**src/logic/flash_host_pkg.sv**
```systemverilog
// Command codes, status bit positions and timing for the flash status host
package flash_host_pkg;
  localparam int DATA_W = 8;
  // Command bytes
  localparam logic [7:0] CMD_READ_ARRAY   = 8'hFF;
  localparam logic [7:0] CMD_READ_COMPAT  = 8'h70;
  localparam logic [7:0] CMD_READ_EXT     = 8'h71;
  localparam logic [7:0] CMD_CLEAR_STATUS = 8'h50;
  localparam logic [7:0] CMD_UPLOAD_BITS  = 8'h97;
  localparam logic [7:0] CMD_CONFIRM      = 8'hD0;
  localparam logic [7:0] CMD_READY_CFG    = 8'h96;
  // Compatible status bits
  localparam int CS_READY    = 7;
  localparam int CS_SUSPEND  = 6;
  localparam int CS_ERASE_ER = 5;
  localparam int CS_PROG_ER  = 4;
  localparam int CS_VOLT_ER  = 3;
  localparam logic [7:0] CS_MASK = 8'hF8;
  // Global status bits
  localparam int GS_READY   = 7;
  localparam int GS_SUSPEND = 6;
  localparam int GS_FAIL    = 5;
  localparam int GS_SLEEP   = 4;
  localparam int GS_QFULL   = 3;
  localparam int GS_BUFFREE = 2;
  localparam int GS_SELRDY  = 1;
  localparam int GS_BUFSEL  = 0;
  // Block status bits
  localparam int BS_READY   = 7;
  localparam int BS_UNLOCK  = 6;
  localparam int BS_FAIL    = 5;
  localparam int BS_ABORT   = 4;
  localparam int BS_QFULL   = 3;
  localparam int BS_VOLT_ER = 2;
  localparam int BS_VOLT_LV = 1;
  localparam logic [7:0] BS_MASK = 8'hFE;
  // Extended status address that selects the global register
  localparam int EXT_GLOBAL_ADDR = 0;
  // Ready pin configuration codes
  localparam logic [2:0] RDY_LEVEL  = 3'h1;
  localparam logic [2:0] RDY_P_PROG = 3'h2;
  localparam logic [2:0] RDY_P_ERAS = 3'h3;
  localparam logic [2:0] RDY_OFF    = 3'h4;
  localparam logic [2:0] RDY_P_BOTH = 3'h5;
  localparam logic [7:0] CFG_MASK   = 8'h07;
  // Bus timing in ns, 10 MHz clock
  localparam int CLK_NS      = 100;
  localparam int STROBE_NS   = 100;
  localparam int STROBE_CYC  =
    (STROBE_NS + CLK_NS - 1) / CLK_NS < 1 ? 1 :
    (STROBE_NS + CLK_NS - 1) / CLK_NS;
  localparam logic [3:0] STROBE_CNT = 4'(STROBE_CYC);
  typedef enum logic [2:0] {
    OP_READ_COMPAT, OP_READ_EXT, OP_CLEAR, OP_UPLOAD, OP_SET_CFG
  } host_op_t;
endpackage

```
**src/logic/flash_status_host.sv**
```systemverilog
// Host controller that polls and manages flash status registers
//
// Contract
// - Host masks reserved compatible bits 2 to 0 when polling.
// - Host checks ready before trusting suspend and result bits.
// - Both error bits set means bad sequence; host flags seq_error until an OP_CLEAR request or a ready read without both bits.
// - Config bits 2 to 0 pick ready pin mode; upper bits zero.
// - Lock bits read locked until upload-status-bits is issued.
// - Extended status read address picks global or block register.
`timescale 1ns/100ps
module flash_status_host #(
  parameter int ADDR_W = 21
) (
  input  wire logic                          clk,
  input  wire logic                          sys_rst,
  // User side
  input  wire logic                          req_valid,
  output logic                               req_ready,
  input  wire flash_host_pkg::host_op_t      req_op,
  input  wire logic [ADDR_W-1:0]             req_addr,
  input  wire logic [2:0]                    req_cfg,
  output logic                               rsp_valid,
  output logic [flash_host_pkg::DATA_W-1:0]  rsp_data,
  output logic                               rsp_done,
  output logic                               op_fail,
  output logic                               seq_error,
  output logic                               volt_error,
  output logic                               suspended,
  output logic                               locked,
  // Flash pins
  output logic [ADDR_W-1:0]                  flash_addr,
  output logic                               flash_ce_n,
  output logic                               flash_we_n,
  output logic                               flash_oe_n,
  input  wire logic [flash_host_pkg::DATA_W-1:0] flash_dq_in,
  output logic [flash_host_pkg::DATA_W-1:0]  flash_dq_out,
  output logic                               flash_dq_oe,
  input  wire logic                          ready_busy_pin
);
  import flash_host_pkg::*;

  typedef enum logic [2:0] {
    IDLE, CMD1, CMD2, RD, DONE
  } st_t;

  st_t              st_r;
  host_op_t         op_r;
  logic [DATA_W-1:0] dq_s1_r, dq_s2_r;
  logic             rb_s1_r, rb_s2_r;
  logic             cyc_start, cyc_wr, cyc_done;
  logic [DATA_W-1:0] cyc_wdata, cyc_rdata;

  // Synchronise the asynchronous flash pins
  always_ff @(posedge clk or posedge sys_rst) begin
    if (sys_rst) begin
      dq_s1_r <= '0;
      dq_s2_r <= '0;
      rb_s1_r <= 1'b0;
      rb_s2_r <= 1'b0;
    end else begin
      dq_s1_r <= flash_dq_in;
      dq_s2_r <= dq_s1_r;
      rb_s1_r <= ready_busy_pin;
      rb_s2_r <= rb_s1_r;
    end
  end

  function automatic logic two_cmds(input host_op_t op);
    two_cmds = (op == OP_UPLOAD) || (op == OP_SET_CFG);
  endfunction

  function automatic logic [7:0] first_cmd(input host_op_t op);
    case (op)
      OP_READ_COMPAT: first_cmd = CMD_READ_COMPAT;
      OP_READ_EXT:    first_cmd = CMD_READ_EXT;
      OP_CLEAR:       first_cmd = CMD_CLEAR_STATUS;
      OP_UPLOAD:      first_cmd = CMD_UPLOAD_BITS;
      OP_SET_CFG:     first_cmd = CMD_READY_CFG;
      default:        first_cmd = CMD_READ_ARRAY;
    endcase
  endfunction

  assign req_ready = (st_r == IDLE);
  assign cyc_start = (st_r == CMD1) || (st_r == CMD2) || (st_r == RD);
  assign cyc_wr    = (st_r != RD);

  always_comb begin
    case (st_r)
      CMD1:    cyc_wdata = first_cmd(op_r);
      CMD2:    cyc_wdata = (op_r == OP_SET_CFG) ?
                 {5'h00, req_cfg} & CFG_MASK : CMD_CONFIRM;
      default: cyc_wdata = '0;
    endcase
  end

  always_ff @(posedge clk or posedge sys_rst) begin
    if (sys_rst) begin
      st_r <= IDLE;
      op_r <= OP_READ_COMPAT;
    end else begin
      case (st_r)
        IDLE: begin
          if (req_valid) begin
            op_r <= req_op;
            st_r <= CMD1;
          end
        end
        CMD1: begin
          if (cyc_done) begin
            if (two_cmds(op_r)) begin
              st_r <= CMD2;
            end else if (op_r == OP_CLEAR) begin
              st_r <= DONE;
            end else begin
              st_r <= RD;
            end
          end
        end
        CMD2: begin
          if (cyc_done) begin
            st_r <= DONE;
          end
        end
        RD: begin
          if (cyc_done) begin
            st_r <= DONE;
          end
        end
        default: st_r <= IDLE;
      endcase
    end
  end

  always_ff @(posedge clk or posedge sys_rst) begin
    if (sys_rst) begin
      flash_addr <= '0;
      flash_ce_n <= 1'b1;
    end else if (st_r == IDLE && req_valid) begin
      flash_addr <= req_addr;
      flash_ce_n <= 1'b0;
    end else if (st_r == DONE) begin
      flash_ce_n <= 1'b1;
    end
  end

  // Status decode; masking makes reserved bits harmless
  always_ff @(posedge clk or posedge sys_rst) begin
    if (sys_rst) begin
      rsp_data   <= '0;
      op_fail    <= 1'b0;
      seq_error  <= 1'b0;
      volt_error <= 1'b0;
      suspended  <= 1'b0;
      locked     <= 1'b1;
    end else if (st_r == DONE &&
                 (op_r == OP_READ_COMPAT || op_r == OP_READ_EXT)) begin
      // Read byte is registered at the end of the cycle, so decode a clock later
      if (op_r == OP_READ_COMPAT) begin
        rsp_data <= cyc_rdata & CS_MASK;
        // Results are only trusted once the machine is ready
        if (cyc_rdata[CS_READY] && rb_s2_r) begin
          suspended  <= cyc_rdata[CS_SUSPEND];
          op_fail    <= cyc_rdata[CS_ERASE_ER] | cyc_rdata[CS_PROG_ER];
          seq_error  <= cyc_rdata[CS_ERASE_ER] & cyc_rdata[CS_PROG_ER];
          volt_error <= cyc_rdata[CS_VOLT_ER];
        end
      end else if (flash_addr == ADDR_W'(EXT_GLOBAL_ADDR)) begin
        // Global bit 0 is the buffer select, so nothing is masked
        rsp_data <= cyc_rdata;
      end else begin
        rsp_data <= cyc_rdata & BS_MASK;
        if (cyc_rdata[BS_READY]) begin
          locked <= !cyc_rdata[BS_UNLOCK];
        end
      end
    end else if (st_r == CMD1 && cyc_done && op_r == OP_CLEAR) begin
      op_fail    <= 1'b0;
      seq_error  <= 1'b0;
      volt_error <= 1'b0;
    end
  end

  always_ff @(posedge clk or posedge sys_rst) begin
    if (sys_rst) begin
      rsp_valid <= 1'b0;
      rsp_done  <= 1'b0;
    end else begin
      rsp_valid <= (st_r == DONE) &&
                   (op_r == OP_READ_COMPAT || op_r == OP_READ_EXT);
      rsp_done  <= (st_r == DONE);
    end
  end

  bus_cycle #(.W(DATA_W)) u_cycle (
    .clk      (clk),
    .sys_rst  (sys_rst),
    .start    (cyc_start),
    .is_write (cyc_wr),
    .wdata    (cyc_wdata),
    .dq_sync  (dq_s2_r),
    .done     (cyc_done),
    .rdata    (cyc_rdata),
    .we_n     (flash_we_n),
    .oe_n     (flash_oe_n),
    .dq_out   (flash_dq_out),
    .dq_oe    (flash_dq_oe)
  );
endmodule

```
**src/logic/bus_cycle.sv**
```systemverilog
// One write or read strobe cycle on the flash parallel data pins
`timescale 1ns/100ps
module bus_cycle #(
  parameter int W = 8
) (
  input  wire logic                clk,
  input  wire logic                sys_rst,
  input  wire logic                start,
  input  wire logic                is_write,
  input  wire logic [W-1:0]        wdata,
  input  wire logic [W-1:0]        dq_sync,
  output logic                     done,
  output logic [W-1:0]             rdata,
  output logic                     we_n,
  output logic                     oe_n,
  output logic [W-1:0]             dq_out,
  output logic                     dq_oe
);
  import flash_host_pkg::*;
  logic [3:0] cnt_r;
  logic       busy_r;
  logic       wr_r;

  always_ff @(posedge clk or posedge sys_rst) begin
    if (sys_rst) begin
      busy_r <= 1'b0;
      cnt_r  <= 4'h0;
      wr_r   <= 1'b0;
    end else if (start && !busy_r) begin
      busy_r <= 1'b1;
      wr_r   <= is_write;
      // Two extra cycles cover the pin synchroniser latency on reads
      cnt_r  <= STROBE_CNT + 4'h2;
    end else if (busy_r) begin
      cnt_r  <= cnt_r - 4'h1;
      if (cnt_r == 4'h1) begin
        busy_r <= 1'b0;
      end
    end
  end

  always_ff @(posedge clk or posedge sys_rst) begin
    if (sys_rst) begin
      dq_out <= '0;
    end else if (start && !busy_r) begin
      dq_out <= wdata;
    end
  end

  always_ff @(posedge clk or posedge sys_rst) begin
    if (sys_rst) begin
      rdata <= '0;
    end else if (busy_r && !wr_r && cnt_r == 4'h1) begin
      rdata <= dq_sync;
    end
  end

  assign done   = busy_r && cnt_r == 4'h1;
  assign we_n   = !(busy_r && wr_r);
  assign oe_n   = !(busy_r && !wr_r);
  assign dq_oe  = busy_r && wr_r;
endmodule

```
**config.mk**
```make
export PLATFORM = sky130hd
export DESIGN_NAME = flash_status_host
export DESIGN_NICKNAME = d
export VERILOG_FILES = /design/src/logic/flash_host_pkg.sv /design/src/logic/flash_status_host.sv /design/src/logic/bus_cycle.sv
export SDC_FILE = /design/constraint.sdc
export NUM_CORES = 1
export LEC_CHECK = 0
export BUFFER_PORTS_ARGS = -buffer_cell sky130_fd_sc_hd__clkbuf_2
export CORE_MARGIN = 4
export CORE_UTILIZATION = 54
export CTS_BUF_LIST = sky130_fd_sc_hd__clkbuf_4 sky130_fd_sc_hd__clkbuf_8
export CTS_CLUSTER_SIZE = 8
export DETAILED_ROUTE_END_ITERATION = 12
export HOLD_SLACK_MARGIN = 0.02
export PLACE_DENSITY = 0.82
export SYNTH_ARGS = -nofsm -noshare
export SYNTH_HDL_FRONTEND = slang
export SYNTH_SLANG_ARGS = --single-unit
```
**constraint.sdc**
```tcl
create_clock -name clk -period 4.5 [get_ports clk]
set_clock_uncertainty 0.15 [all_clocks]
set_input_delay 1.35 -clock clk [delete_from_list [all_inputs] [get_ports clk]]
set_output_delay 1.35 -clock clk [all_outputs]
set_load 0.02 [all_outputs]
```
==> impl_metrics.toml <==
[logic_synthesis]
synth_seq_area_share = 0.638
synth_edf_count = 0
ys_warn_count = 0
synthFlopType = "dfrtp_1"
synth_area_mm2 = 0.00326
syn-num-nets = 293
syn_inst = 252
ys_async_sr_fraction = 1.00
avgSynthCellArea_um2 = 12.9
ys_ff_latch = 83
synth.distinct_cells = 46

[min_path]
holdCritStartpoint = "dq_s1_r[4]"
hold_depth = 0
worstHoldEndpoint = "dq_s2_r[4]"
min_path_type = "flip-flop to flip-flop"

[critical_path]
timing.rr.start = "u_cycle.busy_r"
max_stage_delay_ns = 0.51
cpMaxStageDelayCell = "dfrtp_1"
worstPathArrival_ns = 1.41
required_ns = 3.00
path_delay_family = "flip-flops"
rr_worst_depth = 3
r2r-end = "u_cycle.rdata[7]"
critPathMaxFanout = 12
r2r_setup_slack_ns = 1.65
end_kind = "primary output"
worst_setup_path_start_kind = "flip-flop"
critPathKind = "flip-flop to primary output"
crit_chain = "nor3_1, clkbuf_2"
timing.critical_path.buf_inv = 1

[grt]
grt_first_pass_wirelength_mm = 11.1
grt_pass1_vias = 2314
grt_antenna_before_repair = 0
grt-ovfl-total = 0
grt_max_degree = 34
grt.total_usage = 0.197

[floorplan]
die_y_um = 85.7
num_rows = 28
io-pin-count = 88
coreArea_mm2 = 0.00589
dieArea_mm2 = 0.00734
die_w_um = 85.7
start_util = 0.554

[cts]
numClockSinks = 83
insertion_delay_ns = 0.35
postCtsSetupBuffers = 0
cts_buffer_depth = 2
cts_tree = "yes"
cts_hold_buf = 0
root_buffer = "clkbuf_8"
cts_max_level = 3
clk_pin_slew_ns = 0.08
cts_resized = 0
cts_buffers = 9

[power]
vdd_drop_max_mv = 0.434
power.density_mw_per_mm2 = 666
p_leak_nw = 1.93
finalPower_w = 0.00263

[outcome]
status = "complete, no violations"

[timing]
fmax_ghz = 0.344
min_period_ns = 2.91
worst_slack_ns = 1.59
fin_setup_tns_ns = 0
hold_violations = 0
setup_violations = 0
rsz0062_at_grt = "false"
fin_crit_sh = 0.647
tightest_slew_ns = 1.07
max-slew-margin-rel = 0.283
drv_slew = 0

[finish]
multi_input_area_mm2 = 0.00106
ff_latch_area_mm2 = 0.00208
n_antenna_cell = 0
final_nets = 382
fillers = 443
area_growth_pct = 21.1
drive_gt1_frac = 0.431

[routing]
wire_per_inst_um = 15.3
drt_iter0_drc = 172
antenna_left = 0
viasPerCell = 5.29
vias = 2226
dr.pass1.iters = 4
drc_errors = 0
drt_wl_total_mm = 6.46

[placed_design]
port_buffers = 87
gp_congestion = 0.823
dp_hpwl_mm = 4.75
post-place-ws_ns = 1.51

[flow_run]
maxCapViolations = 0
[worst max path at each step]
stage | from | end | slack [ns] | depth (start not counted)
2_1_floorplan | sys_rst | dq_s1_r[0] | 0.87 | 1
3_5_place_dp | req_valid | flash_addr[12] | 1.51 | 3
5_1_grt | u_cycle.busy_r | u_cycle.rdata[1] | 1.40 | 3
6_report | st_r[2] | req_ready | 1.59 | 2
4_1_cts | st_r[2] | req_ready | 1.58 | 2
3_3_place_gp | req_valid | flash_addr[19] | 1.56 | 3
[area by class of cell]
type / count / area share
inverter: 10 / 0.0130
timing repair buffer: 90 / 0.116
sequential: 83 / 0.527
clock inverter: 5 / 0.0155
multi-input combinational: 147 / 0.268
tap: 75 / 0.0238
clock buffer: 11 / 0.0368
[metrics by stage]
| stage | hold slack (ns) | instance area (µm²) | util | std cells |
|---|---|---|---|---|
| 2_1_floorplan | 0.181 | 3260 | - | 252 |
| 3_3_place_gp | 0.182 | 3740 | 0.635 | 405 |
| 3_5_place_dp | 0.190 | 3740 | 0.635 | 405 |
| 4_1_cts | 0.209 | 3950 | 0.670 | 421 |
| 5_1_grt | 0.214 | 3950 | 0.670 | 421 |
| 6_report | 0.206 | 3950 | 0.670 | 421 |
[cell usage in the layout (no fill, tap or decap), types with 3 or more instances in the layout]
cell type  Yosys  layout
nand3_1        4       4
mux2_2        32      32
nor2_1        14      14
nor3b_1        3       3
nor4_1         4       4
o21ai_0        6       6
nand2_1       32      32
a21oi_1        6       6
dfrtp_1       81      81
clkbuf_8       0      10
nor3_1         5       5
clkbuf_2       1      87
mux2i_1        3       3
a31oi_1        3       3
inv_1          9       8
buf_4          1       3
[cells in the mapped netlist (all sizes together) (2+ instances only)]
master	instances	share of area
dfrtp	81	0.62
mux2	32	0.11
nand2	32	0.037
nor2	14	0.016
inv	9	0.010
buf	8	0.017
a21oi	6	0.0092
o21ai	6	0.0092
nand3	5	0.0092
nor3	5	0.0077
nor4	5	0.014
clkbuf	4	0.0050
a31oi	3	0.0058
mux2i	3	0.0092
nor3b	3	0.0069
a22o	2	0.0054
a32o	2	0.0061
and2	2	0.0038
dfstp	2	0.016
ha	2	0.0077
nand2b	2	0.0038
nor2b	2	0.0038
o31ai	2	0.0046
or3	2	0.0038
or3b	2	0.0054
[registers in the layout (all words and copies together), names as in the netlist, 3 cells and up]
name            cells
u_cycle.rdata       8
u_cycle.cnt_r       4
dq_s2_r             8
flash_addr         21
st_r                3
rsp_data            8
dq_s1_r             8
op_r                3
u_cycle.dq_out      8
[power breakdown]
group / internal (W) / switching [W] / leakage [nW] / total (W)
logic: 0.000375 / 0.000514 / 0.810 / 0.000889
registers: 0.000980 / 0.000215 / 1.01 / 0.00119
clock network: 0.000281 / 0.000265 / 0.107 / 0.000546
total: 0.00164 / 0.000994 / 1.93 / 0.00263
[layer usage]
layer  part of all wire  track usage
met2               0.49        0.314
met1               0.41        0.254
met5                  0            0
met4              0.025       0.0964
met3              0.072       0.0490
[cells by family (layout without fill, tap and decap cells)]
logic type               Yosys count  after routing  share of synthesized area
AND/OR/NAND/NOR                   79             79                      0.125
flip-flops                        83             83                      0.638
adder cells (fa/ha/maj)            2              2                    0.00768
multiplexers                      35             35                      0.120
buffers and inverters             22            116                     0.0372
AO/OA/AOI/OAI                     30             30                     0.0691
XOR/XNOR                           1              1                    0.00269
Power figures use the tool's default switching activity.
